### config.mk
export PLATFORM = sky130hd
export DESIGN_NAME = tmg_event_mode
export DESIGN_NICKNAME = d
export VERILOG_FILES = /design/src/tmg_pkg.sv /design/src/tmg_event_mode.sv
export SDC_FILE = /design/constraint.sdc
export NUM_CORES = 1
export LEC_CHECK = 0
export BUFFER_PORTS_ARGS = -buffer_cell sky130_fd_sc_hd__buf_4
export CORE_MARGIN = 2
export CORE_UTILIZATION = 60
export DETAILED_ROUTE_END_ITERATION = 10
export PLACE_DENSITY = 0.81
export SKIP_LAST_GASP = 1
export SLEW_MARGIN = 20
export SYNTH_ARGS = -nofsm -noshare
export SYNTH_HDL_FRONTEND = slang
export SYNTH_SLANG_ARGS = --single-unit
### constraint.sdc
create_clock -name core_clk_i -period 5.2 [get_ports core_clk_i]
set_clock_uncertainty 0.1 [all_clocks]
set_input_delay 0.52 -clock core_clk_i [delete_from_list [all_inputs] [get_ports core_clk_i]]
set_output_delay 0.52 -clock core_clk_i [all_outputs]
set_load 0.1 [all_outputs]
### src/tmg_pkg.sv
// Constants and types for the timer event generator and channel mode block.
// Assumes a 16-bit register port inside a timer running on one kernel clock.
`default_nettype none

package tmg_pkg;

    // ************************************************************
    // Register offsets
    // ************************************************************
    localparam logic [7:0] TMG_OFS_EVENT = 8'h14;
    localparam logic [7:0] TMG_OFS_MODE = 8'h18;
    localparam logic [7:0] TMG_OFS_CMP1 = 8'h34;
    localparam logic [7:0] TMG_OFS_CMP2 = 8'h38;

    // ************************************************************
    // Field positions
    // ************************************************************
    localparam int TMG_BIT_UPDATE = 0;
    localparam int TMG_BIT_CH1_EVENT = 1;
    localparam int TMG_BIT_CONTROL_UPDATE = 5;
    localparam int TMG_BIT_TRIGGER = 6;
    localparam int TMG_BIT_BREAK = 7;
    localparam logic [15:0] TMG_EVENT_MASK = 16'h00e7;
    localparam int TMG_CH_STRIDE = 8;
    localparam int TMG_POS_DIR = 0;
    localparam int TMG_POS_FAST = 2;
    localparam int TMG_POS_PRELOAD = 3;
    localparam int TMG_POS_MODE = 4;

    // ************************************************************
    // Reset values and codes
    // ************************************************************
    localparam logic [15:0] TMG_RST_EVENT = 16'h0000;
    localparam logic [7:0] TMG_RST_CH_CFG = 8'h00;
    localparam logic [15:0] TMG_RST_CMP = 16'h0000;
    localparam logic [1:0] TMG_DIR_OUTPUT = 2'h0;
    localparam logic [1:0] TMG_DIR_OWN = 2'h1;
    localparam logic [1:0] TMG_DIR_OTHER = 2'h2;
    localparam logic [1:0] TMG_DIR_INTERNAL = 2'h3;
    localparam logic [1:0] TMG_LOCK_FULL = 2'h3;

    // ************************************************************
    // Timing
    // ************************************************************
    localparam int TMG_TRIG_NORMAL_MIN_CYC = 5;
    localparam int TMG_TRIG_FAST_MAX_CYC = 3;
    // Counter pipeline depth that keeps the normal path at its minimum delay
    localparam int TMG_CNT_PIPE = TMG_TRIG_NORMAL_MIN_CYC - 2;

    typedef enum logic [2:0] {
        TMG_OM_FROZEN = 3'h0,
        TMG_OM_SET = 3'h1,
        TMG_OM_CLEAR = 3'h2,
        TMG_OM_TOGGLE = 3'h3,
        TMG_OM_FORCE_LOW = 3'h4,
        TMG_OM_FORCE_HIGH = 3'h5,
        TMG_OM_PWM1 = 3'h6,
        TMG_OM_PWM2 = 3'h7
    } tmg_mode_e;

    typedef struct packed {
        logic [7:0] addr;
        logic [15:0] wdata;
        logic wr;
        logic rd;
    } tmg_req_s;

    typedef struct packed {
        logic [15:0] count;
        logic [15:0] reload;
        logic down;
        logic center;
    } tmg_base_s;

endpackage

`default_nettype wire

### src/tmg_event_mode.sv
// Software event generation and two-channel capture/compare mode logic.
// Assumes counter, status flags, enables and lock level live in the timer around it.
//
// Operation
// - Event request bits self-clear; zero writes ignored
// - Break request clears output enable, flags break
// - Trigger request sets trigger flag
// - Control update transfers when control preload set
// - Output channel event request sets compare flag
// - Input channel request captures counter, may overcapture
// - Update request reloads counter, registers, prescaler
// - Counter zero up/center, reload value down
// - Channel 1 direction field selects input mapping
// - Channel 2 direction field selects input mapping
// - Direction writable only while channel disabled
// - Frozen, set, clear, toggle on match
// - Forced low and forced high modes
// - PWM mode 1 levels by count direction
// - PWM mode 2 inverts mode 1
// - PWM level moves only with comparison; fast trigger also forces it
// - Lock level 3 protects output mode, preload
// - Compare preload decides immediate or update transfer
// - Normal trigger path at least five cycles
// - Fast trigger reaches output within three cycles
// - Software update flags only without source/disable
//
// Design decision made here: strobed register access.
`timescale 1ns/1ps
`default_nettype none

module tmg_event_mode
    import tmg_pkg::*;
(
    input wire logic core_clk_i, // Timer kernel clock, 20 MHz
    input wire logic rst_n_i, // Synchronous reset, active low
    input wire tmg_req_s bus_req_i, // Register request
    output logic [15:0] bus_rdata_o, // Read data, cycle after read
    input wire tmg_base_s base_i, // Counter state
    input wire logic [1:0] channel_enable_i, // Per-channel enable
    input wire logic [1:0] lock_level_i, // Protection level
    input wire logic control_preload_i, // Control preload set
    input wire logic update_source_select_i, // Update source restriction
    input wire logic update_disable_i, // Update events disabled
    input wire logic update_event_i, // Update from counter overflow
    input wire logic [1:0] ch_event_flag_i, // Channel event flags now
    input wire logic trigger_pulse_i, // Active trigger edge pulse
    input wire logic internal_trigger_input_i, // Internal trigger level
    input wire logic timer_input_one_i, // Pin, asynchronous
    input wire logic timer_input_two_i, // Pin, asynchronous
    output logic break_event_o, // Break pulse
    output logic main_output_enable_clear_o, // Clear output enable pulse
    output logic break_flag_set_o, // Set break flag pulse
    output logic trigger_flag_set_o, // Set trigger flag pulse
    output logic control_update_o, // Transfer control bits pulse
    output logic update_event_o, // Software update pulse
    output logic update_flag_set_o, // Set update flag pulse
    output logic counter_reload_o, // Load counter pulse
    output logic [15:0] counter_load_value_o, // Value to load
    output logic prescaler_clear_o, // Clear prescaler counter pulse
    output logic [1:0] ch_event_flag_set_o, // Set channel event flag
    output logic [1:0] ch_overcapture_flag_set_o, // Set overcapture flag
    output logic [1:0] ch_output_reference_o // Output references
);

    // ************************************************************
    // Decode and event register
    // ************************************************************
    logic wr_event, wr_mode;
    logic [15:0] event_q;
    logic trig_q;
    logic upd_any;

    assign wr_event = bus_req_i.wr && (bus_req_i.addr == TMG_OFS_EVENT);
    assign wr_mode = bus_req_i.wr && (bus_req_i.addr == TMG_OFS_MODE);
    assign upd_any = event_q[TMG_BIT_UPDATE] || update_event_i;

    // Bits hold one cycle, then clear; a later zero write cannot cancel them
    always_ff @(posedge core_clk_i) begin
        if (!rst_n_i) begin
            event_q <= TMG_RST_EVENT;
        end else if (wr_event) begin
            event_q <= bus_req_i.wdata & TMG_EVENT_MASK;
        end else begin
            event_q <= TMG_RST_EVENT;
        end
    end

    always_ff @(posedge core_clk_i) begin
        if (!rst_n_i) begin
            break_event_o <= 1'b0;
            main_output_enable_clear_o <= 1'b0;
            break_flag_set_o <= 1'b0;
            trigger_flag_set_o <= 1'b0;
            control_update_o <= 1'b0;
        end else begin
            break_event_o <= event_q[TMG_BIT_BREAK];
            main_output_enable_clear_o <= event_q[TMG_BIT_BREAK];
            break_flag_set_o <= event_q[TMG_BIT_BREAK];
            trigger_flag_set_o <= event_q[TMG_BIT_TRIGGER];
            control_update_o <= event_q[TMG_BIT_CONTROL_UPDATE] && control_preload_i;
        end
    end

    always_ff @(posedge core_clk_i) begin
        if (!rst_n_i) begin
            update_event_o <= 1'b0;
            update_flag_set_o <= 1'b0;
            counter_reload_o <= 1'b0;
            counter_load_value_o <= TMG_RST_CMP;
            prescaler_clear_o <= 1'b0;
        end else begin
            update_event_o <= event_q[TMG_BIT_UPDATE];
            counter_reload_o <= event_q[TMG_BIT_UPDATE];
            prescaler_clear_o <= event_q[TMG_BIT_UPDATE];
            update_flag_set_o <= event_q[TMG_BIT_UPDATE] && !update_source_select_i
                && !update_disable_i;
            if (base_i.center || !base_i.down) begin
                counter_load_value_o <= TMG_RST_CMP;
            end else begin
                counter_load_value_o <= base_i.reload;
            end
        end
    end

    // ************************************************************
    // Shared pipelines and pin synchronisers
    // ************************************************************
    // Counter is delayed so a trigger restart cannot reach the output early
    logic [15:0] cnt_pipe_q [TMG_CNT_PIPE];
    logic down_pipe_q [TMG_CNT_PIPE];
    logic [1:0] ti_meta_q, ti_sync_q;
    logic itr_q;

    always_ff @(posedge core_clk_i) begin
        if (!rst_n_i) begin
            for (int i = 0; i < TMG_CNT_PIPE; i++) begin
                cnt_pipe_q[i] <= TMG_RST_CMP;
                down_pipe_q[i] <= 1'b0;
            end
        end else begin
            cnt_pipe_q[0] <= base_i.count;
            down_pipe_q[0] <= base_i.down;
            for (int i = 1; i < TMG_CNT_PIPE; i++) begin
                cnt_pipe_q[i] <= cnt_pipe_q[i-1];
                down_pipe_q[i] <= down_pipe_q[i-1];
            end
        end
    end

    always_ff @(posedge core_clk_i) begin
        if (!rst_n_i) begin
            ti_meta_q <= 2'h0;
            ti_sync_q <= 2'h0;
            trig_q <= 1'b0;
            itr_q <= 1'b0;
        end else begin
            ti_meta_q <= {timer_input_two_i, timer_input_one_i};
            ti_sync_q <= ti_meta_q;
            trig_q <= trigger_pulse_i;
            itr_q <= internal_trigger_input_i;
        end
    end

    // ************************************************************
    // Per-channel mode, compare and reference
    // ************************************************************
    logic [7:0] cfg_q [2];
    logic [15:0] cmp_pre_q [2];
    logic [15:0] cmp_act_q [2];
    logic ref_q [2];
    logic ev_set_q [2];
    logic ovc_set_q [2];

    for (genvar g = 0; g < 2; g++) begin : g_ch
        logic [1:0] dir;
        logic fast, pre;
        tmg_mode_e mode;
        logic is_out, lock_out, sel_lvl, sel_prev_q, edge_cap, sw_ev, capture;
        logic wr_cmp;
        logic [7:0] wbyte;
        logic match, lt, gt, pwm1;

        assign dir = cfg_q[g][TMG_POS_DIR +: 2];
        assign fast = cfg_q[g][TMG_POS_FAST];
        assign pre = cfg_q[g][TMG_POS_PRELOAD];
        assign mode = tmg_mode_e'(cfg_q[g][TMG_POS_MODE +: 3]);
        assign is_out = (dir == TMG_DIR_OUTPUT);
        assign lock_out = (lock_level_i == TMG_LOCK_FULL) && is_out;
        assign wbyte = bus_req_i.wdata[TMG_CH_STRIDE*g +: TMG_CH_STRIDE];
        assign wr_cmp = bus_req_i.wr && (bus_req_i.addr == ((g == 0) ? TMG_OFS_CMP1 : TMG_OFS_CMP2));
        assign sw_ev = event_q[TMG_BIT_CH1_EVENT + g];

        // Own pin, other pin or internal trigger
        always_comb begin
            case (dir)
                TMG_DIR_OWN: sel_lvl = ti_sync_q[g];
                TMG_DIR_OTHER: sel_lvl = ti_sync_q[1-g];
                TMG_DIR_INTERNAL: sel_lvl = itr_q;
                default: sel_lvl = 1'b0;
            endcase
        end

        assign edge_cap = !is_out && channel_enable_i[g] && sel_lvl && !sel_prev_q;
        assign capture = !is_out && (sw_ev || edge_cap);

        always_ff @(posedge core_clk_i) begin
            if (!rst_n_i) begin
                cfg_q[g] <= TMG_RST_CH_CFG;
            end else if (wr_mode) begin
                if (!channel_enable_i[g]) begin
                    cfg_q[g][TMG_POS_DIR +: 2] <= wbyte[TMG_POS_DIR +: 2];
                end
                cfg_q[g][TMG_POS_FAST] <= wbyte[TMG_POS_FAST];
                if (!lock_out) begin
                    cfg_q[g][TMG_POS_PRELOAD] <= wbyte[TMG_POS_PRELOAD];
                    cfg_q[g][TMG_POS_MODE +: 3] <= wbyte[TMG_POS_MODE +: 3];
                end
            end
        end

        // Capture overwrites the active copy, which then reads as the capture value
        always_ff @(posedge core_clk_i) begin
            if (!rst_n_i) begin
                cmp_pre_q[g] <= TMG_RST_CMP;
                cmp_act_q[g] <= TMG_RST_CMP;
            end else begin
                if (wr_cmp && is_out) begin
                    cmp_pre_q[g] <= bus_req_i.wdata;
                end
                if (capture) begin
                    cmp_act_q[g] <= base_i.count;
                end else if (wr_cmp && is_out && !pre) begin
                    cmp_act_q[g] <= bus_req_i.wdata;
                end else if (upd_any && pre) begin
                    cmp_act_q[g] <= cmp_pre_q[g];
                end
            end
        end

        always_ff @(posedge core_clk_i) begin
            if (!rst_n_i) begin
                sel_prev_q <= 1'b0;
                ev_set_q[g] <= 1'b0;
                ovc_set_q[g] <= 1'b0;
            end else begin
                sel_prev_q <= sel_lvl;
                ev_set_q[g] <= (is_out && sw_ev) || capture;
                ovc_set_q[g] <= capture && ch_event_flag_i[g];
            end
        end

        assign match = cnt_pipe_q[TMG_CNT_PIPE-1] == cmp_act_q[g];
        assign lt = cnt_pipe_q[TMG_CNT_PIPE-1] < cmp_act_q[g];
        assign gt = cnt_pipe_q[TMG_CNT_PIPE-1] > cmp_act_q[g];
        assign pwm1 = down_pipe_q[TMG_CNT_PIPE-1] ? !gt : lt;

        // PWM levels follow the comparison each cycle, except that with fast set trig_q forces the level that a match leaves
        always_ff @(posedge core_clk_i) begin
            if (!rst_n_i) begin
                ref_q[g] <= 1'b0;
            end else if (!is_out) begin
                ref_q[g] <= 1'b0;
            end else begin
                case (mode)
                    TMG_OM_FROZEN: ref_q[g] <= ref_q[g];
                    TMG_OM_SET: ref_q[g] <= match ? 1'b1 : ref_q[g];
                    TMG_OM_CLEAR: ref_q[g] <= match ? 1'b0 : ref_q[g];
                    TMG_OM_TOGGLE: ref_q[g] <= match ? !ref_q[g] : ref_q[g];
                    TMG_OM_FORCE_LOW: ref_q[g] <= 1'b0;
                    TMG_OM_FORCE_HIGH: ref_q[g] <= 1'b1;
                    TMG_OM_PWM1: ref_q[g] <= (fast && trig_q) ? 1'b0 : pwm1;
                    TMG_OM_PWM2: ref_q[g] <= (fast && trig_q) ? 1'b1 : !pwm1;
                    default: ref_q[g] <= 1'b0;
                endcase
            end
        end
    end

    assign ch_output_reference_o = {ref_q[1], ref_q[0]};
    assign ch_event_flag_set_o = {ev_set_q[1], ev_set_q[0]};
    assign ch_overcapture_flag_set_o = {ovc_set_q[1], ovc_set_q[0]};

    // ************************************************************
    // Read port
    // ************************************************************
    always_ff @(posedge core_clk_i) begin
        if (!rst_n_i) begin
            bus_rdata_o <= TMG_RST_EVENT;
        end else if (!bus_req_i.rd) begin
            bus_rdata_o <= TMG_RST_EVENT;
        end else begin
            case (bus_req_i.addr)
                TMG_OFS_EVENT: bus_rdata_o <= TMG_RST_EVENT;
                TMG_OFS_MODE: bus_rdata_o <= {1'b0, cfg_q[1][6:0], 1'b0, cfg_q[0][6:0]};
                TMG_OFS_CMP1: bus_rdata_o <= (cfg_q[0][TMG_POS_PRELOAD] && g_ch[0].is_out) ? cmp_pre_q[0]
                    : cmp_act_q[0];
                TMG_OFS_CMP2: bus_rdata_o <= (cfg_q[1][TMG_POS_PRELOAD] && g_ch[1].is_out) ? cmp_pre_q[1]
                    : cmp_act_q[1];
                default: bus_rdata_o <= TMG_RST_EVENT;
            endcase
        end
    end

    // ************************************************************
    // Assertions
    // ************************************************************
    property p_event_self_clear;
        @(posedge core_clk_i) disable iff (!rst_n_i)
        (wr_event ##1 !wr_event) |=> (event_q == TMG_RST_EVENT);
    endproperty
    a_event_self_clear: assert property (p_event_self_clear) else $error("event bits did not clear");

    property p_break;
        @(posedge core_clk_i) disable iff (!rst_n_i)
        (wr_event && bus_req_i.wdata[TMG_BIT_BREAK]) |-> ##2 (main_output_enable_clear_o && break_flag_set_o);
    endproperty
    a_break: assert property (p_break) else $error("break request lost");

    property p_trigger;
        @(posedge core_clk_i) disable iff (!rst_n_i)
        (wr_event && bus_req_i.wdata[TMG_BIT_TRIGGER]) |-> ##2 trigger_flag_set_o ##1 !trigger_flag_set_o;
    endproperty
    a_trigger: assert property (p_trigger) else $error("trigger flag pulse wrong");

    property p_control_update;
        @(posedge core_clk_i) disable iff (!rst_n_i)
        event_q[TMG_BIT_CONTROL_UPDATE] |=> (control_update_o == $past(control_preload_i));
    endproperty
    a_control_update: assert property (p_control_update) else $error("control update mismatch");

    property p_overcapture;
        @(posedge core_clk_i) disable iff (!rst_n_i)
        (event_q[TMG_BIT_CH1_EVENT] && !g_ch[0].is_out && ch_event_flag_i[0])
            |=> (ch_overcapture_flag_set_o[0] && ch_event_flag_set_o[0]);
    endproperty
    a_overcapture: assert property (p_overcapture) else $error("overcapture not flagged");

    property p_reload_value;
        @(posedge core_clk_i) disable iff (!rst_n_i)
        (event_q[TMG_BIT_UPDATE] && base_i.down && !base_i.center)
            |=> (counter_reload_o && counter_load_value_o == $past(base_i.reload));
    endproperty
    a_reload_value: assert property (p_reload_value) else $error("down count reload wrong");

    property p_dir_locked;
        @(posedge core_clk_i) disable iff (!rst_n_i)
        (wr_mode && channel_enable_i[0]) |=> $stable(cfg_q[0][TMG_POS_DIR +: 2]);
    endproperty
    a_dir_locked: assert property (p_dir_locked) else $error("direction changed while enabled");

    property p_mode_lock;
        @(posedge core_clk_i) disable iff (!rst_n_i)
        (wr_mode && lock_level_i == TMG_LOCK_FULL && g_ch[1].is_out) |=> $stable(cfg_q[1][6:3]);
    endproperty
    a_mode_lock: assert property (p_mode_lock) else $error("locked mode bits changed");

    property p_force_low;
        @(posedge core_clk_i) disable iff (!rst_n_i)
        (g_ch[0].is_out && g_ch[0].mode == TMG_OM_FORCE_LOW) |=> !ch_output_reference_o[0];
    endproperty
    a_force_low: assert property (p_force_low) else $error("forced low not held");

    property p_fast;
        @(posedge core_clk_i) disable iff (!rst_n_i)
        // Both PWM modes: the low mode bit is the level that a match leaves behind
        (trigger_pulse_i && g_ch[0].is_out && g_ch[0].fast && g_ch[0].mode[2:1] == 2'h3)
            |-> ##[1:3] (ch_output_reference_o[0] == g_ch[0].mode[0]);
    endproperty
    a_fast: assert property (p_fast) else $error("fast trigger too slow");

    property p_reserved_zero;
        @(posedge core_clk_i) disable iff (!rst_n_i)
        (bus_req_i.rd && bus_req_i.addr == TMG_OFS_MODE) |=> (!bus_rdata_o[15] && !bus_rdata_o[7]);
    endproperty
    a_reserved_zero: assert property (p_reserved_zero) else $error("reserved bit read nonzero");

    property p_update_flag;
        @(posedge core_clk_i) disable iff (!rst_n_i)
        (event_q[TMG_BIT_UPDATE] && (update_source_select_i || update_disable_i)) |=> !update_flag_set_o;
    endproperty
    a_update_flag: assert property (p_update_flag) else $error("update flag set while suppressed");

endmodule // tmg_event_mode

`default_nettype wire

## After elaboration in Yosys (flattened, before gate mapping)

Memories as Yosys holds them, arrays and structs flattened.
Cells that the tools add are included.

- Flip-flop bits (word level): 51
- Bits in writable memories: 135
- Input port bits: 76
- Output and inout port bits: 47
- Word-level logic and storage cells: 339
- Memories: 8

- Magnitude comparators: 4
- Equal/unequal tests: 27
- Muxes and demuxes: 182
- Bitwise operators: 45
- Reductions and logical operators: 59

Memory list:

| name | words | bits a word | read ports | clocked after Yosys merged registers in | wr ports | line | source |
|---|---|---|---|---|---|---|---|
| cnt_pipe_q | 3 | 16 | 3 | 0 | 3 | tmg_event_mode.sv:129 | `logic [15:0] cnt_pipe_q [TMG_CNT_PIPE];` |
| cmp_act_q | 2 | 16 | 2 | 0 | 2 | tmg_event_mode.sv:169 | `logic [15:0] cmp_act_q [2];` |
| cmp_pre_q | 2 | 16 | 2 | 0 | 2 | tmg_event_mode.sv:168 | `logic [15:0] cmp_pre_q [2];` |
| cfg_q | 2 | 7 | 2 | 0 | 2 | tmg_event_mode.sv:167 | `logic [7:0] cfg_q [2];` |
| down_pipe_q | 3 | 1 | 3 | 0 | 3 | tmg_event_mode.sv:130 | `logic down_pipe_q [TMG_CNT_PIPE];` |
| ev_set_q | 2 | 1 | 2 | 0 | 2 | tmg_event_mode.sv:171 | `logic ev_set_q [2];` |
| +2 memories | n/a | n/a | n/a | n/a | n/a | n/a |  |

Operators with widths:

| kind | count |
|---|---|
| $mux 16 | 13 |
| $mux 1 | 162 |
| $pmux 16 s3 | 1 |
| $or 1x1->1 | 44 |
| $eq 16x16->1 | 2 |
| $gt 16x16->1 | 2 |
| $lt 16x16->1 | 2 |
| $logic_and 1x1->1 | 31 |
| $eq 3x3->1 const B | 8 |
| $eq 8x5->1 const B | 2 |
| $eq 8x6->1 const B | 2 |
| $logic_not 1->1 | 15 |
| $eq 3x2->1 const B | 4 |
| $eq 2x2->1 const B | 5 |
| $eq 3x1->1 const B | 2 |
| $logic_not 3->1 | 2 |
| $logic_or 1x1->1 | 6 |
| $mux 3 | 2 |
| $pmux 1 s3 | 2 |
| $eq 2x1->1 const B | 2 |
| $logic_not 2->1 | 2 |
| $mux 2 | 2 |
| $reduce_and 2->1 | 2 |
| $reduce_or 2->1 | 1 |
| $not 1->1 | 1 |

## Depth between registers and ports, before layout

Gate-level depths: netlist of run 1.
An unclocked memory read counts as a cell.

- Depth after elaboration: 14
- Gate-level depth with buffers: 12
- Mapped depth without buffers: 12

## Least setup slack after synthesis of run 1

No wires, ideal clock.

- Path kind: input to register
- From: input port bus_req_i[18] (netlist name)
- To: memory cmp_pre_q[0][0], enable pin
- Setup time: 0.411 ns
- Arrival: 2.591 ns
- Data required time: 4.689 ns
- Path slack: 2.098 ns
- Stages: 5
- Path buffers: 1
- Cells stage by stage: nor4b_4 and2b_2 nand2_4 clkbuf_1 o21ai_0

RTL lines:

| element | line | source |
|---|---|---|
| from (decl) | tmg_event_mode.sv:36 | `input wire tmg_req_s bus_req_i,` |
| to (decl) | tmg_event_mode.sv:168 |  |

==> summary.txt, run 1 <==
Run status
  – Status: finished clean

Global route
  – GRT Max-Usage Layer: met2
  – Global-route wire length before repair: 31.7 mm
  – Vias in the first global route: 5851
  – Total congestion overflow: 0
  – M3 GR Usage: between 6 and 7%
  – Total global-route track usage: 29.4%
  – Initial antenna violation count: 0
  – Met1 Resource Use GR: 37.4%
  – Pin count of the biggest net entering global routing: between 80 and 90
  – Met2 GRT Util: 48.3%

Layout
  – Multi-input logic area: 3290 um^2
  – Reg area: 4510 um^2
  – # diodes: 0
  – Share of cells above drive strength 1: 19.8%
  – Fillers: ~970
  – Area grow syn2layout: 19.2%
  – Most common cell after layout, fill and taps aside: and2_1
  – Fin nets: 953
  – Post-route cell area: 9730 um^2
  – Most frequent cells in the layout: and2_1 (131), buf_4 (124), dfxtp_1 (107), edfxtp_1 (79), nand2_1 (55)

STA
  – Slew HR: 24.4%
  – Final setup violation count: 0
  – Min cycle time layout: 3.39 ns
  – Final period util: between 60 and 70%
  – Worst-Margin Slew: 1.12 ns
  – Total negative slack: 0 ns
  – Unrepaired setup endpoints after global routing: no
  – FMAX: 0.295 GHz
  – Final Hold Viols: 0
  – Fin. max-slew vios: 0

Place
  – IO Port Bufs: between 100 and 150
  – Dpl cell area: 9090 um^2
  – RD Place Congestion: 0.955
  – DP HPWL: 15.0 mm

Pwr
  – Int Pwr: approximately 2.5 mW
  – Max IR drop VDD: 240 uV
  – Static Leak: about 4.5 nW
  – Pwr Density: 327 nW/um^2
  – Switch Pwr: 722 uW
  – Reg power frac: between 50% and 60%
  – Clock share of power: 41.7%
  – Sw frac: 22.7%
  – Combinational group share of total power: 7.9%

Worst setup path
  – Crit-path max cell delay: about 0.75 ns
  – Max Fanout on Critical Path: 84
  – Worst path cell trace: buf_4, nand2_1, nor4_4, and2b_1, or3b_2
  – CP startpoint kind: input pin
  – Crit Path Class: in2reg
  – Path depth of the worst reg2reg path: 5
  – CP Capture Type: register
  – FF-to-FF Start: cfg_q[0][0]
  – CP max-delay cell: nor4_4
  – Required time of the worst setup path: about 5.2 ns
  – Arr. time, crit path: 3.36 ns
  – CP Launch Point: rst_n_i

Synthesis
  – Post-Synth XOR/XNOR Area: less than 1%
  – Synth cell types: 56
  – FF+latch count, synth: 186
  – Post-synthesis adder-cell area fraction: around 5.5%
  – Post-synthesis mux area share: 4.94%
  – Ys Warns: 0
  – Syn Area/Cell: ~11 um^2
  – Sequential area share after synthesis: 55.3%
  – Combinational family with the most area after synthesis: simple AND/OR/NAND/NOR gates
  – Post-synthesis net count: 847
  – Post-synthesis simple-gate area fraction: 19.3%
  – Cells after synthesis: 735
  – Asr flop ratio synth: 0%
  – Synth Flop Type: dfxtp_1
  – Number of flops mapped to enable cells by yosys: 79
  – Complex-gate fraction of the synthesized area: 10.1%
  – Syn Std Cell Area: 8160 um^2

Drt
  – Routed via count: around 6000
  – Vias per inst: just under 6
  – Routed length per instance: 19.9 um
  – Pre-antenna DRT Iters: 5
  – DRT Wirelength: 20.5 mm
  – Final ANT Viol Nets: 0
  – Drt drc: 0
  – Starting DRC count in detailed routing: slightly above 500

Flow run
  – Max Cap Viol: 0

Floorplan
  – I/O pins: between 100 and 150
  – Die area: approximately 15000 um^2
  – Die W: 121 um
  – Die height: 121 um
  – CORE AREA: 13200 um^2
  – Initial Util: 61.6%
  – Row cnt: 42

CTS
  – CTS sink count: 186
  – H-tree depth: 4
  – # Post-CTS Setup Buffers: 0
  – CTS Hold Bufs: 0
  – CTS max path bufs: 2
  – Post-CTS sizing: 0
  – Clk slew on worst S/H paths: 0.06 ns
  – Worst skew pair latency: 0.43 ns
  – Num CTS Buffers: 17
  – CTS tree: yes
  – CTS root buf: clkbuf_16

Worst hold path
  – Hold path depth: 2
  – Hold_sp: update_source_select_i
  – Min-delay worst type: in2reg
sequential cells by signal, indices dropped and copies added, names as in the netlist, 3 cells and up:
name	count
cnt_pipe_q	48
cmp_act_q	32
cmp_pre_q	32
bus_rdata_o	16
counter_load_value_o	16
cfg_q	14
event_q	6
down_pipe_q	3
cells in the mapped netlist (all sizes together), types with 2 or more instances:
library cell  number  area share, %
a211oi             2           0.18
a21o              17            1.6
a21oi             31            1.9
a221oi             2           0.21
a22o              16            1.7
a22oi             16            1.5
a31oi              3           0.23
and2             131             10
and2b              2           0.20
and3               4           0.31
buf               20            1.9
clkbuf            17           0.78
dfxtp            107             26
edfxtp            79             29
ha                36            5.5
inv               41            1.9
mux2i             38            4.7
nand2             56            2.7
nand2b             2           0.15
nand3              9           0.55
nand4              8           0.61
nor2              32            1.5
nor2b              5           0.38
nor3               6           0.43
nor3b              5           0.58
nor4               4           0.67
o2111ai            2           0.21
o21ai             11           0.67
o22a               2           0.21
o22ai             14            1.1
worst max-delay path: cells and delay by family:
| family | cells | cell delay, ns |
|---|---|---|
| buffers and inverters | 1 | 0.52 |
| and+or+nand+nor | 4 | 2.29 |
power by group through the flow:
stage          logic, mW  clock network, mW  registers, mW
3_5_place_dp       0.247                  0           1.63
4_1_cts            0.249               1.33           1.60
3_3_place_gp       0.238                  0           1.63
2_1_floorplan      0.116                  0           1.64
5_1_grt            0.270               1.40           1.61
6_report           0.251               1.33           1.60
stage by stage:
stage / total power [mW] / hold slack (ns) / util (%) / setup WS (ns) / std cells
floorplan: 1.76 / 0.312 / - / 2.10 / 735
global placement: 1.87 / 0.313 / 68.6 / 1.57 / 998
detailed placement: 1.88 / 0.320 / 68.7 / 1.41 / 998
CTS: 3.18 / 0.136 / 73.3 / 1.85 / 1030
global route: 3.27 / 0.134 / 73.4 / 1.58 / 1030
finish: 3.18 / 0.143 / 73.4 / 1.81 / 1030
routing by layer:
metal	routed length (um)	share of wire [%]
met1	8210	40
met2	9820	48
met3	1820	8.8
met4	701	3.4
met5	0	0
kinds of logic (layout without fill, tap and decap cells):
| family | after synthesis | count (layout) |
|---|---|---|
| AOI/OAI and AO/OA | 122 | 122 |
| xor gates and xnor gates | 1 | 1 |
| adders and majority gates | 36 | 36 |
| buffers and inverters | 78 | 197 |
| DFF | 186 | 186 |
| muxes | 39 | 39 |
| other | 1 | 1 |
| and+or+nand+nor | 272 | 272 |
path summary, 6_finish.rpt:
kind | slack (ns) | end
max | 1.81 | cmp_act_q[1][5]
min | 0.14 | update_flag_set_o
max reg2reg | 1.93 | cmp_act_q[0][4]
min reg2reg | 0.33 | cnt_pipe_q[0][36]
layout make-up:
class,instances,area share (%)
sequential,186,46.4
multi-input combinational,471,33.8
timing repair buffer,124,9.57
clock buffer,22,5.21
tap,176,2.26
inverter,41,1.58
clock inverter,10,1.12
Note: power is estimated with default switching activity, not from simulation.
==> run 2, diff against run 1 <==
Settings changed: CORE_UTILIZATION 60 to 51, PLACE_DENSITY 0.81 to 0.74.
Clock period 5.2 ns to 3.05 ns, I/O delays scaled along.
==> run 2 against run 1 <==
  * Core utilization down 8.8 points
  * Cell area up 4.9%
  * Worst hold slack worse by 0.13 ns
  * Non-clock buffer count up 54
  * Critical path depth up 4
  * Die area up 17%
  * Via count up 5.1%
  * Largest power group unchanged
  * Sequential cell count unchanged
==> summary.txt, run 2 (synthesis results as in run 1) <==
Worst setup path
  – CP Capture Type: register
  – CP max-delay cell: mux4_2
  – Worst path cell trace: inv_1, ha_1, nand4_1, nor4_1, nand2_1, ha_1, mux4_2, a21oi_1, nand3_1
  – Required time of the worst setup path: 3.27 ns (-1.91 ns)
  – Crit-path max cell delay: 0.47 ns (-0.28 ns)
  – Crit Path Class: reg2reg
  – CP most frequent cell: ha_1
  – Arr. time, crit path: 2.87 ns (-0.49 ns)
  – Reg2reg setup slack: 0.40 ns (-1.53 ns)
  – FF-to-FF Start: cmp_act_q[1][13]
  – CP startpoint kind: register
  – Path depth of the worst reg2reg path: 9 (+4)
  – FF-to-FF End: ref_q[1]
  – Max Fanout on Critical Path: 5 (-94%)

Floorplan
  – Row cnt: 46 (+9.5%)
  – Die height: 130 um (+8.2%)
  – CORE AREA: 15800 um^2 (+19%)
  – Die area: 17000 um^2 (+17%)
  – I/O pins: 123 (unchanged)
  – Initial Util: 51.7% (-9.9 points)
  – Die W: 130 um (+8.2%)

Layout
  – Share of cells above drive strength 1: 20.8% (+1.0 points)
  – Fin nets: 1007 (+5.7%)
  – Most common cell after layout, fill and taps aside: buf_4
  – Area grow syn2layout: 25.0%
  – # diodes: 0 (unchanged)
  – Regs by FF count: cnt_pipe_q (48), cmp_act_q (32), cmp_pre_q (32)
  – Max FFs per register: 48 (unchanged)
  – Most frequent cells in the layout: buf_4 (146), and2_1 (131), dfxtp_1 (107), edfxtp_1 (79), nand2_1 (55)
  – Largest Register: cnt_pipe_q
  – Post-route cell area: 10200 um^2 (+4.9%)

Pwr
  – Static Leak: 4.73 nW (+4.9%)
  – Pwr Density: 526 nW/um^2 (+61%)
  – Max IR drop VDD: 424 uV (+77%)

CTS
  – CTS max path bufs: 2 (unchanged)
  – CTS Hold Bufs: 32 (+32)
  – # Post-CTS Setup Buffers: 0 (unchanged)
  – Num CTS Buffers: 17 (unchanged)
  – Post-CTS sizing: 0 (unchanged)
  – CTS tree: yes
  – CTS root buf: clkbuf_16
  – Clk slew on worst S/H paths: 0.07 ns (about the same)
  – CTS sink count: 186 (unchanged)
  – Worst skew pair latency: 0.44 ns (about the same)
  – H-tree depth: 4 (unchanged)

STA
  – Final period util: 87.0%
  – FMAX: 0.377 GHz
  – Hold_ws: 0.0133 ns (-0.130 ns)
  – Unrepaired setup endpoints after global routing: no
  – Fin. max-slew vios: 0 (unchanged)
  – Final Hold Viols: 0 (unchanged)
  – Total negative slack: 0 ns (unchanged)
  – Min cycle time layout: 2.65 ns
  – Final setup violation count: 0 (unchanged)
  – Slew HR: 50.4% (+26 points)
  – Worst-Margin Slew: 0.742 ns (-0.383 ns)

Worst hold path
  – Min-Delay Endpoint: cnt_pipe_q[0][6]
  – Hold path depth: 2 (unchanged)
  – Min-delay worst type: in2reg
  – Hold_sp: base_i[24]

Run status
  – Status: finished clean

Flow run
  – Max Cap Viol: 0 (unchanged)

Global route
  – Total global-route track usage: 27.1% (-2.3 points)
  – Global-route wire length before repair: 34.1 mm (+7.6%)
  – Total congestion overflow: 0 (unchanged)
  – Pin count of the biggest net entering global routing: 50 (-41%)
  – Initial antenna violation count: 0 (unchanged)
  – Vias in the first global route: 6569 (+12%)

Drt
  – DRT Wirelength: 21.9 mm (+6.7%)
  – Final ANT Viol Nets: 0 (unchanged)
  – Starting DRC count in detailed routing: 434 (-14%)
  – Vias per inst: 5.57 (-3.7%)
  – Pre-antenna DRT Iters: 5 (unchanged)
  – Routed via count: 6256 (+5.1%)
  – Drt drc: 0 (unchanged)
  – Routed length per instance: 19.5 um (-2.2%)

Place
  – Dpl cell area: 9300 um^2 (+2.3%)
  – DP HPWL: 15.4 mm (+2.7%)
  – RD Place Congestion: 0.918 (-3.9%)
  – IO Port Bufs: 122 (unchanged)
==> run 2: changes by cell type in the layout (fill, tap and decap cells not counted), moves of 3 or more <==
cell | previous run | this run
inv_6 | 0 | 3
clkinv_4 | 0 | 3
dlygate4sd3_1 | 0 | 32
buf_4 | 124 | 146
==> run 2: worst max-delay path, delay by kind of cell, from the launching register on <==
family	cells	cell delay, ns
muxes	1	0.47
DFF	1	0.36
adders and majority gates	2	0.59
and+or+nand+nor	4	0.81
AOI/OAI and AO/OA	1	0.16
buffers and inverters	1	0.05
==> run 2: worst max-delay path by stage <==
| stage | from | to | slack (ns) | depth (start not counted) |
|---|---|---|---|---|
| 6_report | cmp_act_q[1][13] | ref_q[1] | 0.40 | 9 |
| 2_1_floorplan | bus_req_i[18] | cmp_pre_q[0][0] | 0.16 | 5 |
| 4_1_cts | cmp_act_q[1][15] | ref_q[1] | 0.41 | 9 |
| 5_1_grt | cmp_act_q[0][15] | ref_q[0] | 0.06 | 11 |
| 3_5_place_dp | cmp_act_q[1][15] | ref_q[1] | 0.43 | 9 |
| 3_3_place_gp | cmp_act_q[1][15] | ref_q[1] | 0.58 | 9 |
==> run 2: layer usage <==
layer  track usage (%)  routed length, um
met5                 0                  0
met3              6.07               1450
met1              31.2               8650
met4              15.9                971
met2              46.6              10900
==> run 2: area by class of cell <==
cell class | count | area, um^2
repair buffers | 178 | 1420
inverters | 41 | 154
flip-flops and latches | 186 | 4510
fillers | 1242 | 5570
well taps | 216 | 270
clock buffers | 19 | 433
multi-input cells | 471 | 3270
clock inverters | 13 | 143
==> run 2: where the power goes <==
| part | internal [mW] | switching (mW) | leakage [nW] | total (mW) |
|---|---|---|---|---|
| Clock | 1.21 | 0.964 | 0.278 | 2.18 |
| Sequential | 2.68 | 0.0496 | 1.70 | 2.73 |
| Combinational | 0.198 | 0.268 | 2.75 | 0.466 |
| Total | 4.09 | 1.28 | 4.73 | 5.37 |
==> run 2: metrics by stage <==
step / utilization [%] / power (mW) / instances / setup WS, ns
floorplan: - / 3.00 / 735 / 0.163
global placement: 59.0 / 3.19 / 1060 / 0.583
detailed placement: 59.0 / 3.21 / 1060 / 0.432
CTS: 64.7 / 5.39 / 1124 / 0.411
global route: 64.7 / 5.54 / 1124 / 0.0623
finish: 64.7 / 5.37 / 1124 / 0.396
